### src/design/supervisor_pkg.sv
// package: timing counts, power-good codes and sequencer states for the buck supervisor
// assumes a single 40 MHz core clock; comparator levels arrive asynchronous
package supervisor_pkg;
    localparam int CLK_MHZ = 40;
    localparam int OC_FILTER_NS = 10000;
    localparam int OC_FILTER_CYC = (OC_FILTER_NS * CLK_MHZ + 999) / 1000;
    localparam int FB_FILTER_NS = 2000;
    localparam int FB_FILTER_CYC = (FB_FILTER_NS * CLK_MHZ + 999) / 1000;
    localparam int SUPPLY_FILTER_NS = 1000;
    localparam int SUPPLY_FILTER_CYC = (SUPPLY_FILTER_NS * CLK_MHZ + 999) / 1000;
    localparam int START_DELAY_NS = 20000;
    localparam int START_DELAY_CYC = (START_DELAY_NS * CLK_MHZ + 999) / 1000;
    localparam int VSEL_W = 2;
    // power-good pull-down code: none, 95 ohm (uv), 65 ohm (ov), 35 ohm (oc)
    localparam logic [1:0] PG_CODE_NONE = 2'h0;
    localparam logic [1:0] PG_CODE_HIGH = 2'h1;
    localparam logic [1:0] PG_CODE_MID = 2'h2;
    localparam logic [1:0] PG_CODE_LOW = 2'h3;
    localparam logic [VSEL_W-1:0] VSEL_RESET = 2'h0;
    typedef enum logic [1:0] {
        ST_OFF = 2'h0,
        ST_DELAY = 2'h1,
        ST_RAMP = 2'h3,
        ST_RUN = 2'h2
    } seq_state_t;
endpackage

### src/design/fault_filter_if.sv
// interface: one qualified comparator between the supervisor and a filter instance
// assumes raw input already carried on the core clock by the filter itself
interface fault_filter_if;
    logic raw;
    logic qualified;
    modport filt (input raw, output qualified);
    modport user (output raw, input qualified);
endinterface

### src/design/buck_supervisor.sv
// buck soft-start sequencer and fault supervisor
// assumes comparator levels and pins are asynchronous; analog slew outside
// Notes on behaviour
// - soft-start begins only when supply-good and enable are both high
// - voltage-select inputs are captured when enable rises; that is the start target
// - reference at target sets done flag, power-good high, voltage-step mode
// - after soft-start, new selections are tracked by the limited step source
// - overcurrent held past its filter time latches the converter off
// - overcurrent selects the lowest power-good pull-down code
// - overcurrent and undervoltage latches clear on enable low or supply loss
// - feedback above rising overvoltage threshold past filter declares overvoltage
// - overvoltage latches off and selects the middle pull-down code
// - overvoltage latch clears only on supply loss, not on enable
// - in overvoltage, low-side follows feedback rising and falling thresholds, filtered
// - feedback below undervoltage threshold past filter latches off, highest code
// - over-temperature forces both drives low, power-good and latches untouched
// - over-temperature ends on cooling, enable low or supply loss
// - other detectors stay active during over-temperature
// - reference ramp starts a fixed delay after enable rises
// - continuous conduction forced until soft-start completes
// - supply-good detector is deglitched before use
module buck_supervisor #(
    parameter int OC_CYC = supervisor_pkg::OC_FILTER_CYC,
    parameter int FB_CYC = supervisor_pkg::FB_FILTER_CYC,
    parameter int POR_CYC = supervisor_pkg::SUPPLY_FILTER_CYC,
    parameter int DELAY_CYC = supervisor_pkg::START_DELAY_CYC
) (
    input wire logic CORE_CLK,
    input wire logic NRST,
    input wire logic SUPPLY_ABOVE_POR,
    input wire logic ENABLE_IN,
    input wire logic [supervisor_pkg::VSEL_W-1:0] VOLTAGE_SELECT_INPUTS,
    input wire logic EXT_REF_CHANGED,
    input wire logic REF_AT_TARGET,
    input wire logic OVERCURRENT_SENSE_ABOVE_OUTPUT,
    input wire logic FEEDBACK_ABOVE_OV_RISING,
    input wire logic FEEDBACK_ABOVE_OV_FALLING,
    input wire logic FEEDBACK_BELOW_UV,
    input wire logic TEMP_ABOVE_RISING,
    input wire logic TEMP_BELOW_HYSTERESIS,
    input wire logic PWM_HIGH_REQ,
    input wire logic PWM_LOW_REQ,
    output logic REF_CLAMP_RELEASE,
    output logic REF_AMP_ENABLE,
    output logic SOFTSTART_RAMP,
    output logic STEP_MODE,
    output logic [supervisor_pkg::VSEL_W-1:0] TARGET_SELECT,
    output logic SOFTSTART_DONE_FLAG,
    output logic POWER_GOOD_OUT,
    output logic [1:0] PG_PULLDOWN_CODE,
    output logic CONTINUOUS_CONDUCTION,
    output logic HIGH_SIDE_DRIVE,
    output logic LOW_SIDE_DRIVE,
    output logic OVERCURRENT_FAULT,
    output logic OVERVOLTAGE_FAULT,
    output logic UNDERVOLTAGE_FAULT,
    output logic OVERTEMP_ACTIVE
);
    localparam int DW = $clog2(DELAY_CYC + 1);
    localparam logic [DW-1:0] DELAY_LIMIT = DW'(DELAY_CYC);

    // three-stage synchronisers for pins that are not filtered counters
    logic [2:0] en_sync_r, en_sync_nxt;
    logic [2:0] ot_sync_r, ot_sync_nxt;
    logic [2:0] cool_sync_r, cool_sync_nxt;
    logic [2:0] rdy_sync_r, rdy_sync_nxt;
    logic [2:0] ext_sync_r, ext_sync_nxt;
    logic [2:0] pwmh_sync_r, pwmh_sync_nxt;
    logic [2:0] pwml_sync_r, pwml_sync_nxt;
    logic [supervisor_pkg::VSEL_W-1:0] vs1_r, vs2_r, vs3_r;
    logic en_lvl_r, en_lvl_nxt;
    logic ot_lvl, cool_lvl, rdy_lvl, ext_lvl, pwmh_lvl, pwml_lvl;
    logic en_rise, en_fall;

    always_comb begin
        en_sync_nxt = {en_sync_r[1:0], ENABLE_IN};
        ot_sync_nxt = {ot_sync_r[1:0], TEMP_ABOVE_RISING};
        cool_sync_nxt = {cool_sync_r[1:0], TEMP_BELOW_HYSTERESIS};
        rdy_sync_nxt = {rdy_sync_r[1:0], REF_AT_TARGET};
        ext_sync_nxt = {ext_sync_r[1:0], EXT_REF_CHANGED};
        pwmh_sync_nxt = {pwmh_sync_r[1:0], PWM_HIGH_REQ};
        pwml_sync_nxt = {pwml_sync_r[1:0], PWM_LOW_REQ};
        // enable changes only once stages two and three agree; other levels need both stages high
        en_lvl_nxt = (en_sync_r[1] == en_sync_r[2]) ? en_sync_r[2] : en_lvl_r;
        ot_lvl = ot_sync_r[1] & ot_sync_r[2];
        cool_lvl = cool_sync_r[1] & cool_sync_r[2];
        rdy_lvl = rdy_sync_r[1] & rdy_sync_r[2];
        ext_lvl = ext_sync_r[1] & ext_sync_r[2];
        pwmh_lvl = pwmh_sync_r[1] & pwmh_sync_r[2];
        pwml_lvl = pwml_sync_r[1] & pwml_sync_r[2];
        en_rise = en_lvl_nxt & ~en_lvl_r;
        en_fall = ~en_lvl_nxt & en_lvl_r;
    end

    always_ff @(posedge CORE_CLK or negedge NRST) begin
        if (!NRST) begin
            en_sync_r <= '0;
            ot_sync_r <= '0;
            cool_sync_r <= '0;
            rdy_sync_r <= '0;
            ext_sync_r <= '0;
            pwmh_sync_r <= '0;
            pwml_sync_r <= '0;
            vs1_r <= supervisor_pkg::VSEL_RESET;
            vs2_r <= supervisor_pkg::VSEL_RESET;
            vs3_r <= supervisor_pkg::VSEL_RESET;
            en_lvl_r <= 1'b0;
        end else begin
            en_sync_r <= en_sync_nxt;
            ot_sync_r <= ot_sync_nxt;
            cool_sync_r <= cool_sync_nxt;
            rdy_sync_r <= rdy_sync_nxt;
            ext_sync_r <= ext_sync_nxt;
            pwmh_sync_r <= pwmh_sync_nxt;
            pwml_sync_r <= pwml_sync_nxt;
            vs1_r <= VOLTAGE_SELECT_INPUTS;
            vs2_r <= vs1_r;
            vs3_r <= vs2_r;
            en_lvl_r <= en_lvl_nxt;
        end
    end

    // filtered comparators; supply filter acts on both crossings
    fault_filter_if oc_if ();
    fault_filter_if ovr_if ();
    fault_filter_if ovf_if ();
    fault_filter_if uv_if ();
    fault_filter_if por_if ();
    fault_filter_if porl_if ();
    assign oc_if.raw = OVERCURRENT_SENSE_ABOVE_OUTPUT;
    assign ovr_if.raw = FEEDBACK_ABOVE_OV_RISING;
    assign ovf_if.raw = ~FEEDBACK_ABOVE_OV_FALLING;
    assign uv_if.raw = FEEDBACK_BELOW_UV;
    assign por_if.raw = SUPPLY_ABOVE_POR;
    assign porl_if.raw = ~SUPPLY_ABOVE_POR;

    comparator_filter #(.CYCLES(OC_CYC)) u_oc (.clk(CORE_CLK), .nrst(NRST), .port_if(oc_if));
    comparator_filter #(.CYCLES(FB_CYC)) u_ovr (.clk(CORE_CLK), .nrst(NRST), .port_if(ovr_if));
    comparator_filter #(.CYCLES(FB_CYC)) u_ovf (.clk(CORE_CLK), .nrst(NRST), .port_if(ovf_if));
    comparator_filter #(.CYCLES(FB_CYC)) u_uv (.clk(CORE_CLK), .nrst(NRST), .port_if(uv_if));
    comparator_filter #(.CYCLES(POR_CYC)) u_por (.clk(CORE_CLK), .nrst(NRST), .port_if(por_if));
    comparator_filter #(.CYCLES(POR_CYC)) u_porl (.clk(CORE_CLK), .nrst(NRST), .port_if(porl_if));

    // supply-good held between deglitched crossings
    logic supply_ok_r, supply_ok_nxt;
    logic supply_loss;
    supervisor_pkg::seq_state_t state_r, state_nxt;
    logic [DW-1:0] dly_r, dly_nxt;
    logic [supervisor_pkg::VSEL_W-1:0] target_r, target_nxt;
    logic oc_r, oc_nxt, ov_r, ov_nxt, uv_r, uv_nxt, ot_r, ot_nxt;
    logic [1:0] code_r, code_nxt;
    logic lsd_ov_r, lsd_ov_nxt;
    logic pg_r, pg_nxt, done_r, done_nxt;
    logic hs_r, hs_nxt, ls_r, ls_nxt;
    logic latched_off;

    always_comb begin
        supply_ok_nxt = supply_ok_r;
        if (por_if.qualified) begin
            supply_ok_nxt = 1'b1;
        end else if (porl_if.qualified) begin
            supply_ok_nxt = 1'b0;
        end
        supply_loss = supply_ok_r & ~supply_ok_nxt;
        latched_off = oc_r | ov_r | uv_r;

        // fault latches; clear terms follow each fault's own reset source
        oc_nxt = oc_r;
        uv_nxt = uv_r;
        ov_nxt = ov_r;
        if (en_fall || supply_loss) begin
            oc_nxt = 1'b0;
            uv_nxt = 1'b0;
        end
        if (supply_loss) begin
            ov_nxt = 1'b0;
        end
        // detectors stay armed while latched off, so a later fault is still recorded
        if ((state_r != supervisor_pkg::ST_OFF || latched_off) &&
            supply_ok_r && !supply_loss) begin
            if (oc_if.qualified) begin
                oc_nxt = 1'b1;
            end
            if (ovr_if.qualified) begin
                ov_nxt = 1'b1;
            end
            // kept live through over-temperature
            if (uv_if.qualified) begin
                uv_nxt = 1'b1;
            end
        end

        // first latched fault owns the code
        code_nxt = code_r;
        if (!oc_nxt && !ov_nxt && !uv_nxt) begin
            code_nxt = supervisor_pkg::PG_CODE_NONE;
        end else if (code_r == supervisor_pkg::PG_CODE_NONE) begin
            if (oc_nxt) begin
                code_nxt = supervisor_pkg::PG_CODE_LOW;
            end else if (ov_nxt) begin
                code_nxt = supervisor_pkg::PG_CODE_MID;
            end else begin
                code_nxt = supervisor_pkg::PG_CODE_HIGH;
            end
        end

        // held clear while enable or supply is missing, else a hot die re-enters at once
        ot_nxt = ot_r;
        if (!en_lvl_nxt || !supply_ok_nxt) begin
            ot_nxt = 1'b0;
        end else if (ot_lvl) begin
            ot_nxt = 1'b1;
        end else if (cool_lvl) begin
            ot_nxt = 1'b0;
        end

        // low-side discharge while latched for overvoltage
        lsd_ov_nxt = lsd_ov_r;
        if (!ov_nxt) begin
            lsd_ov_nxt = 1'b0;
        end else if (ovr_if.qualified) begin
            lsd_ov_nxt = 1'b1;
        end else if (ovf_if.qualified) begin
            lsd_ov_nxt = 1'b0;
        end

        state_nxt = state_r;
        dly_nxt = dly_r;
        target_nxt = target_r;
        if (en_rise) begin
            target_nxt = vs3_r;
        end
        unique case (state_r)
            supervisor_pkg::ST_OFF: begin
                dly_nxt = '0;
                if (supply_ok_r && en_lvl_r && !latched_off) begin
                    state_nxt = supervisor_pkg::ST_DELAY;
                end
            end
            supervisor_pkg::ST_DELAY: begin
                if (dly_r == DELAY_LIMIT) begin
                    state_nxt = supervisor_pkg::ST_RAMP;
                end else begin
                    dly_nxt = dly_r + DW'(1);
                end
            end
            supervisor_pkg::ST_RAMP: begin
                if (rdy_lvl) begin
                    state_nxt = supervisor_pkg::ST_RUN;
                end
            end
            supervisor_pkg::ST_RUN: begin
                // later selections follow live inputs through the step source
                target_nxt = vs3_r;
            end
        endcase
        if (!supply_ok_nxt || !en_lvl_nxt || latched_off) begin
            state_nxt = supervisor_pkg::ST_OFF;
        end

        done_nxt = (state_nxt == supervisor_pkg::ST_RUN);
        pg_nxt = done_nxt && !(oc_nxt || ov_nxt || uv_nxt);

        // drive priority: over-temperature, then faults, then modulator
        hs_nxt = 1'b0;
        ls_nxt = 1'b0;
        if (ot_nxt) begin
            hs_nxt = 1'b0;
            ls_nxt = 1'b0;
        end else if (ov_nxt) begin
            ls_nxt = lsd_ov_nxt;
        end else if (!oc_nxt && !uv_nxt &&
                     (state_nxt == supervisor_pkg::ST_RAMP ||
                      state_nxt == supervisor_pkg::ST_RUN)) begin
            hs_nxt = pwmh_lvl;
            ls_nxt = pwml_lvl & ~pwmh_lvl;
        end
    end

    always_ff @(posedge CORE_CLK or negedge NRST) begin
        if (!NRST) begin
            supply_ok_r <= 1'b0;
            state_r <= supervisor_pkg::ST_OFF;
            dly_r <= '0;
            target_r <= supervisor_pkg::VSEL_RESET;
            oc_r <= 1'b0;
            ov_r <= 1'b0;
            uv_r <= 1'b0;
            ot_r <= 1'b0;
            code_r <= supervisor_pkg::PG_CODE_NONE;
            lsd_ov_r <= 1'b0;
            pg_r <= 1'b0;
            done_r <= 1'b0;
            hs_r <= 1'b0;
            ls_r <= 1'b0;
        end else begin
            supply_ok_r <= supply_ok_nxt;
            state_r <= state_nxt;
            dly_r <= dly_nxt;
            target_r <= target_nxt;
            oc_r <= oc_nxt;
            ov_r <= ov_nxt;
            uv_r <= uv_nxt;
            ot_r <= ot_nxt;
            code_r <= code_nxt;
            lsd_ov_r <= lsd_ov_nxt;
            pg_r <= pg_nxt;
            done_r <= done_nxt;
            hs_r <= hs_nxt;
            ls_r <= ls_nxt;
        end
    end

    // status outputs are decoded from the next state and registered, so they come straight off flops
    logic ramp_r, step_r, clamp_r, ccm_r;
    always_ff @(posedge CORE_CLK or negedge NRST) begin
        if (!NRST) begin
            ramp_r <= 1'b0;
            step_r <= 1'b0;
            clamp_r <= 1'b0;
            ccm_r <= 1'b1;
        end else begin
            ramp_r <= (state_nxt == supervisor_pkg::ST_RAMP);
            step_r <= (state_nxt == supervisor_pkg::ST_RUN) || ext_lvl & step_r;
            clamp_r <= (state_nxt != supervisor_pkg::ST_OFF);
            ccm_r <= (state_nxt != supervisor_pkg::ST_RUN);
        end
    end

    assign REF_CLAMP_RELEASE = clamp_r;
    assign REF_AMP_ENABLE = clamp_r;
    assign SOFTSTART_RAMP = ramp_r;
    assign STEP_MODE = step_r;
    assign TARGET_SELECT = target_r;
    assign SOFTSTART_DONE_FLAG = done_r;
    assign POWER_GOOD_OUT = pg_r;
    assign PG_PULLDOWN_CODE = code_r;
    assign CONTINUOUS_CONDUCTION = ccm_r;
    assign HIGH_SIDE_DRIVE = hs_r;
    assign LOW_SIDE_DRIVE = ls_r;
    assign OVERCURRENT_FAULT = oc_r;
    assign OVERVOLTAGE_FAULT = ov_r;
    assign UNDERVOLTAGE_FAULT = uv_r;
    assign OVERTEMP_ACTIVE = ot_r;

    a_ot_drives_low: assert property (@(posedge CORE_CLK) disable iff (!NRST)
        ot_r |-> !hs_r && !ls_r) else $error("drive active in over-temperature");
    a_oc_code_low: assert property (@(posedge CORE_CLK) disable iff (!NRST)
        $rose(oc_r) && !ov_r && !uv_r |-> code_r == 2'h3)
        else $error("overcurrent code wrong");
    a_ov_code_mid: assert property (@(posedge CORE_CLK) disable iff (!NRST)
        $rose(ov_r) && !oc_r && !uv_r |-> code_r == 2'h2)
        else $error("overvoltage code wrong");
    a_uv_code_high: assert property (@(posedge CORE_CLK) disable iff (!NRST)
        $rose(uv_r) && !oc_r && !ov_r |-> code_r == 2'h1)
        else $error("undervoltage code wrong");
    a_ov_kept_enable: assert property (@(posedge CORE_CLK) disable iff (!NRST)
        ov_r && supply_ok_r && supply_ok_nxt |=> ov_r)
        else $error("overvoltage cleared without supply loss");
    a_pg_needs_done: assert property (@(posedge CORE_CLK) disable iff (!NRST)
        pg_r |-> done_r && !ccm_r) else $error("power-good before soft-start done");
    a_ramp_after_delay: assert property (@(posedge CORE_CLK) disable iff (!NRST)
        $rose(ramp_r) |-> $past(state_r) == supervisor_pkg::ST_DELAY && $past(dly_r) == DELAY_LIMIT)
        else $error("ramp started before delay");
    a_start_needs_both: assert property (@(posedge CORE_CLK) disable iff (!NRST)
        $rose(clamp_r) |-> $past(supply_ok_r) && $past(en_lvl_r))
        else $error("start without supply and enable");
    a_fault_stops_high: assert property (@(posedge CORE_CLK) disable iff (!NRST)
        (oc_r || uv_r || ov_r) |-> !hs_r) else $error("high side on while latched");
endmodule // buck_supervisor

### src/design/comparator_filter.sv
// comparator qualification: three-stage synchroniser then a restarting counter
// assumes the raw input is asynchronous to the core clock
module comparator_filter #(
    parameter int CYCLES = 80
) (
    input wire logic clk,
    input wire logic nrst,
    fault_filter_if.filt port_if
);
    localparam int CW = $clog2(CYCLES + 1);
    localparam logic [CW-1:0] LIMIT = CW'(CYCLES);
    logic [2:0] sync_r;
    logic [2:0] sync_nxt;
    logic [CW-1:0] count_r;
    logic [CW-1:0] count_nxt;
    logic qual_r;
    logic qual_nxt;
    logic level;

    always_comb begin
        sync_nxt = {sync_r[1:0], port_if.raw};
        // only stages two and three are looked at; stage one settles
        level = sync_r[1] & sync_r[2];
        if (!level) begin
            count_nxt = '0;
        end else if (count_r != LIMIT) begin
            count_nxt = count_r + CW'(1);
        end else begin
            count_nxt = count_r;
        end
        qual_nxt = level && (count_r == LIMIT);
    end

    always_ff @(posedge clk or negedge nrst) begin
        if (!nrst) begin
            sync_r <= '0;
            count_r <= '0;
            qual_r <= 1'b0;
        end else begin
            sync_r <= sync_nxt;
            count_r <= count_nxt;
            qual_r <= qual_nxt;
        end
    end

    assign port_if.qualified = qual_r;

    a_qual_needs_level: assert property (@(posedge clk) disable iff (!nrst)
        qual_r |-> $past(sync_r[2])) else $error("qualified without a held level");
endmodule // comparator_filter

### config.mk
export PLATFORM = sky130hd
export DESIGN_NAME = buck_supervisor
export DESIGN_NICKNAME = d
export VERILOG_FILES = /design/src/design/supervisor_pkg.sv /design/src/design/fault_filter_if.sv /design/src/design/buck_supervisor.sv /design/src/design/comparator_filter.sv
export SDC_FILE = /design/constraint.sdc
export NUM_CORES = 1
export LEC_CHECK = 0
export BUFFER_PORTS_ARGS = -buffer_cell sky130_fd_sc_hd__buf_2
export CAP_MARGIN = 15
export CORE_MARGIN = 2
export CORE_UTILIZATION = 45
export CTS_BUF_LIST = sky130_fd_sc_hd__clkbuf_4
export CTS_CLUSTER_SIZE = 8
export DETAILED_ROUTE_END_ITERATION = 7
export PLACE_DENSITY = 0.59
export SYNTH_ARGS = -nofsm -noshare
export SYNTH_HDL_FRONTEND = slang
export SYNTH_SLANG_ARGS = --single-unit
### constraint.sdc
create_clock -name CORE_CLK -period 5.15 [get_ports CORE_CLK]
set_clock_uncertainty 0.15 [all_clocks]
set_input_delay 1.03 -clock CORE_CLK [delete_from_list [all_inputs] [get_ports CORE_CLK]]
set_output_delay 1.03 -clock CORE_CLK [all_outputs]
set_load 0.01 [all_outputs]
# ---- Word level (Yosys, flattened, before mapping)
# Index checks and enable logic that the tools add are counted.
# W data, S select, Z words.
dict set report totals {
  elab_cells 194
  ff_bits 124
  out_inout_bits 17
  in_bits 16
}
dict set report op_classes {
  addsub 7
  n_reduce_logical 39
  n_eq_ne 27
  n_bitwise 25
  n_mux 49
}
# cell count
set ops {}
lappend ops {{$mux W7} 6}
lappend ops {{$mux W1} 24}
lappend ops {{$mux W6} 4}
lappend ops {{$add A7 B1 Y7 const B} 3}
lappend ops {{$eq A7 B7 Y1 const B} 3}
lappend ops {{$ne A7 B7 Y1 const B} 3}
lappend ops {{$mux W2} 10}
lappend ops {{$pmux W10 S2} 1}
lappend ops {{$mux W9} 2}
lappend ops {{$and A1 B1 Y1} 17}
lappend ops {{$ne A2 B2 Y1 const B} 8}
lappend ops {{$logic_and A1 B1 Y1} 15}
lappend ops {{$add A6 B1 Y6 const B} 2}
lappend ops {{$eq A6 B6 Y1 const B} 2}
lappend ops {{$ne A6 B6 Y1 const B} 2}
lappend ops {{$add A10 B1 Y10 const B} 1}
lappend ops {{$eq A10 B10 Y1 const B} 1}
lappend ops {{$mux W10} 1}
lappend ops {{$reduce_bool A2 Y1} 5}
lappend ops {{$add A9 B1 Y9 const B} 1}
lappend ops {{$eq A9 B9 Y1 const B} 1}
lappend ops {{$ne A9 B9 Y1 const B} 1}
lappend ops {{$eq A2 B2 Y1 const B} 4}
lappend ops {{$logic_not A1 Y1} 8}
lappend ops {{8 further kinds} 22}

# ---- Longest topological paths before layout
dict set report depth {
  word_depth 14
  depth_mapped 8
  mapped_depth_nobuf 8
}

# ---- Modules after synthesis
# From an unflattened synthesis, not the netlist that was laid out.
dict set report hier_totals {
  hier_cells 434
  hier_area_um2 5069.9
}
# mod instances area_per_inst_um2 cells_each
set modules_own_cells {}
lappend modules_own_cells {buck_supervisor 1 2115.8 162}
lappend modules_own_cells {{comparator_filter (u_ovf ...)} 3 493.0 45}
lappend modules_own_cells {{comparator_filter (u_por ...)} 2 441.7 41}
lappend modules_own_cells {{comparator_filter (u_oc)} 1 591.8 55}

# ---- Worst setup path after synthesis
# OpenSTA, ideal clock, no wires.
dict set report synth_timing {
  kind {register -> register}
  startpoint {reg ov_r (netlist: OVERVOLTAGE_FAULT)}
  endpoint {reg ls_r (netlist: LOW_SIDE_DRIVE)}
  setup_slack_ps 3199
  synth_period_minus_slack_ps 1951
  path_stages_with_launch 6
  n_path_buf 0
  t_arrival_ps 1698
  path_cell_list {dfrtp_1 nor3_2 a211oi_2 a22oi_2 or3b_4 o41ai_2}
}
dict set report synth_via {
  elab_chain_len 13
  elab_cells_between_ends 27
  classes_between {eq/ne: 2; mux: 12; bitwise: 2; reduce/logical: 11}
}
# element line_no
set synth_lines {}
lappend synth_lines {{start: declaration} buck_supervisor.sv:150} ;# logic oc_r, oc_nxt, ov_r, ov_nxt, uv_r, uv_nxt, ot_r, ot_nxt;
lappend synth_lines {{start signal: assignment} buck_supervisor.sv:302} ;# ov_r <= ov_nxt;
lappend synth_lines {{$or A1 B1 Y1 (2 in a row)} buck_supervisor.sv:165} ;# latched_off = oc_r | ov_r | uv_r;
lappend synth_lines {{$logic_not A1 Y1} buck_supervisor.sv:236} ;# if (supply_ok_r && en_lvl_r && !latched_off) begin
lappend synth_lines {{$logic_and A1 B1 Y1} buck_supervisor.sv:236}
lappend synth_lines {{$mux W2} buck_supervisor.sv:236}
lappend synth_lines {{$pmux W2 S3} buck_supervisor.sv:233} ;# unique case (state_r)
lappend synth_lines {{$mux W2} buck_supervisor.sv:257} ;# if (!supply_ok_nxt || !en_lvl_nxt || latched_off) begin
lappend synth_lines {{$eq A2 B2 Y1, on equally long branches} {buck_supervisor.sv:273, buck_supervisor.sv:274}}
lappend synth_lines {{$logic_or A1 B1 Y1} buck_supervisor.sv:273} ;# (state_nxt == supervisor_pkg::ST_RAMP ||
lappend synth_lines {{$logic_and A1 B1 Y1} buck_supervisor.sv:272} ;# end else if (!oc_nxt && !uv_nxt &&
lappend synth_lines {{$mux W1} buck_supervisor.sv:272}
lappend synth_lines {{$mux W1 *} buck_supervisor.sv:270} ;# end else if (ov_nxt) begin
lappend synth_lines {{$mux W1 *} buck_supervisor.sv:267} ;# if (ot_nxt) begin
lappend synth_lines {{net ls_nxt} buck_supervisor.sv:154} ;# logic hs_r, hs_nxt, ls_r, ls_nxt;
lappend synth_lines {{end signal: assignment} buck_supervisor.sv:310} ;# ls_r <= ls_nxt;
lappend synth_lines {{end: declaration} buck_supervisor.sv:154}
# Mark *: on every way through the listed nets, which the timed path passes. The rest lies on a longest branch.
# A chain may end at the register's enable or synchronous reset.

# ---- Worst setup path after layout
dict set report layout_timing {
  startpoint {reg oc_r (netlist: OVERCURRENT_FAULT)}
  endpoint {out OVERCURRENT_FAULT}
}
# element line_no
set layout_rtl {}
lappend layout_rtl {{start: declaration} buck_supervisor.sv:150}
lappend layout_rtl {{start signal: assignment} buck_supervisor.sv:301} ;# oc_r <= oc_nxt;
lappend layout_rtl {{end: declaration} buck_supervisor.sv:54} ;# output logic OVERCURRENT_FAULT,
# No word-level cell between the ends.

==> results.cfg <==
[floorplanning]
core.rowCount = 37
core_um2 = 10300
die_w_um = 107
start_util_pct = 46.3
die_y_um = 107
io_pins = 33
die_area_um2 = 11500

[global_routing]
antenna_found_initial = 0
track_usage_pct = 16.0
grt_overflow = 0
grt_max_degree = 54
grt_pass1_wl_mm = 14.0
grt_pass1_vias = 3007

[sta]
fin_ws_ps = 2840
drv_slew = 0
fin_crit_ps = 2310
worstMarginPinSlew_ps = 652
final.setup.tns_ps = 0
min_period_over_period_pct = 44.9
fmax_mhz = 432
hold_viol_final = 0
relSlewSlack_pct = 56.2
setup_viol = 0
rsz0062_at_grt = false

[final_layout]
finish.instance_area_um2 = 5370
final_common_cell = dfrtp_1
layout_common_cells = dfrtp_1 (123), nor2_1 (59), buf_2 (31)
nets = 480
diodes = 0
area_delta_synth_final_pct = 12.1
drive_gt1_share_pct = 16.3

[hold_path]
min_to = pwmh_sync_r[1]
min-delay-start = pwmh_sync_r[0]
hold_class = reg -> reg
holdPathStages = 0

[worst_setup_path]
path_delay_family = flip-flops
crit_chain = buf_2
arrival_ps = 1130
cp.required_ps = 3970
max_stage_delay_ps = 460
rr_startpoint = dly_r[0]
reg2regPathDepth = 8
cpMaxStageDelayCell = dfrtp_1
regToRegEndpoint = STEP_MODE
critical_path_buf_inv_count = 1
crit_path_end_kind = primary output
crit_type = reg -> out
critPathLaunchType = flip-flop
cp_max_fo = 4
r2r_slack_ps = 2970

[yosys]
synth.avg_cell_area_um2 = 12.0
syn-num-nets = 428
synth_cell_type_count = 45
synthFlopType = dfrtp_1
synthCells = 398
async_flop_share_pct = 100
ys_seq_area_share_pct = 64.9
synth_warnings = 0
synth_edf_count = 0
ys_seq_elements = 124
syn-cell-area_um2 = 4780

[job]
max_cap_viol_count = 0

[status]
status = completed

[cts]
cts_hold_buf = 0
clockBufferDepth = 2
clock-sinks = 124
cts_tree = yes
cts-buffers-inserted = 17
clkTransAtPathRegs_ps = 100
insertion_delay_ps = 500
ctsResizeCount = 0
post_cts_buffers = 0
htreeDepth = 4
cts-root-buf = clkbuf_4

[place]
dp_hpwl_mm = 5.45
place_congestion = 0.802
dp_slack_ps = 2920
portBuffers = 32
place_area_um2 = 5120

[detailed_routing]
firstDrtPassIters = 4
top_layer_used = met4
ant_nets = 0
first_iter_violations = 112
via_per_inst = 4.93
post_drt_wl_per_cell_um = 13.4
wl_met2_mm = 3.88
dr_total_vias = 2937
drt-total-wl_mm = 7.97
route.met3.wl_um = 347
met1_length_mm = 3.63
drcViolationCount = 0

[power_and_ir_drop]
p_leak_nw = 2.47
power.density_nw_per_um2 = 312
irDropWorstVdd_mv = 0.242
power.total_w = 0.00167
-- metal layers --
| layer | up-vias | global-route usage [%] |
|---|---|---|
| met3 | 12 | 5.65 |
| met2 | 44 | 25.2 |
| met4 | 0 | 6.96 |
| met5 | - | 0 |
| met1 | 1437 | 19.9 |
| li1 | 1444 | - |
-- Yosys cell counts, drive strengths merged (3+ instances only) --
| library cell | instances | share of area, % |
|---|---|---|
| inv | 25 | 2.0 |
| and3 | 7 | 0.92 |
| nand3 | 27 | 2.8 |
| nor2 | 60 | 4.9 |
| dfrtp | 123 | 64 |
| nand4 | 5 | 0.65 |
| nor4bb | 3 | 0.63 |
| nor3b | 4 | 0.63 |
| nor2b | 3 | 0.39 |
| o21ai | 7 | 0.81 |
| nor3 | 3 | 0.42 |
| or3 | 8 | 1.0 |
| xor2 | 22 | 4.0 |
| ha | 14 | 3.7 |
| xnor2 | 15 | 2.7 |
| mux2 | 3 | 0.71 |
| nand2 | 23 | 1.8 |
| a21oi | 17 | 1.9 |
-- worst max path at each step --
stage / start / endpoint / slack, ps / depth (start not counted)
global route: OVERCURRENT_FAULT / OVERCURRENT_FAULT / 2730 / 1
floorplan: OVERVOLTAGE_FAULT / LOW_SIDE_DRIVE / 3200 / 5
finish: OVERCURRENT_FAULT / OVERCURRENT_FAULT / 2840 / 1
CTS: OVERCURRENT_FAULT / OVERCURRENT_FAULT / 2780 / 1
detailed placement: NRST / u_ovf.count_r[3] / 2920 / 2
global placement: NRST / u_ovf.count_r[5] / 2930 / 2
-- area by class of cell --
cell class | instances | area [um^2]
Clock buffer | 18 | 135
Clock inverter | 11 | 105
Fill cell | 908 | 4960
Inverter | 25 | 93.8
Multi-Input combinational cell | 248 | 1580
Sequential cell | 124 | 3100
Tap cell | 136 | 170
Timing Repair Buffer | 34 | 178
-- flip-flops by register name, summed over array words and instances (netlist names), 6 cells and up --
signal	count
u_uv.count_r	7
u_porl.count_r	6
u_ovr.count_r	7
u_ovf.count_r	7
u_oc.count_r	9
dly_r	10
u_por.count_r	6
-- where the power goes --
group	internal [W]	total [W]	switching (W)
clock	0.000276	0.000601	0.000324
sequential	0.000999	0.00101	0.0000143
combinational	0.0000205	0.0000590	0.0000385
-- through the flow --
| step | util, % | std cells | hold slack, ps |
|---|---|---|---|
| final | 52.0 | 596 | 199 |
| after global routing | 52.0 | 596 | 213 |
| after CTS | 52.0 | 596 | 202 |
| after detailed placement | 49.6 | 567 | 185 |
| after global placement | 49.6 | 567 | 183 |
| after floorplan | - | 398 | 181 |
-- logic make-up after synthesis --
logic type,synth area share (%)
buffers and inverters,2.12
AO/OA/AOI/OAI,5.10
multiplexers,1.12
XOR/XNOR,6.77
AND/OR/NAND/NOR,16.1
adder cells (fa/ha/maj),3.87
flip-flops,64.9
(Power assumes the default switching activity.)
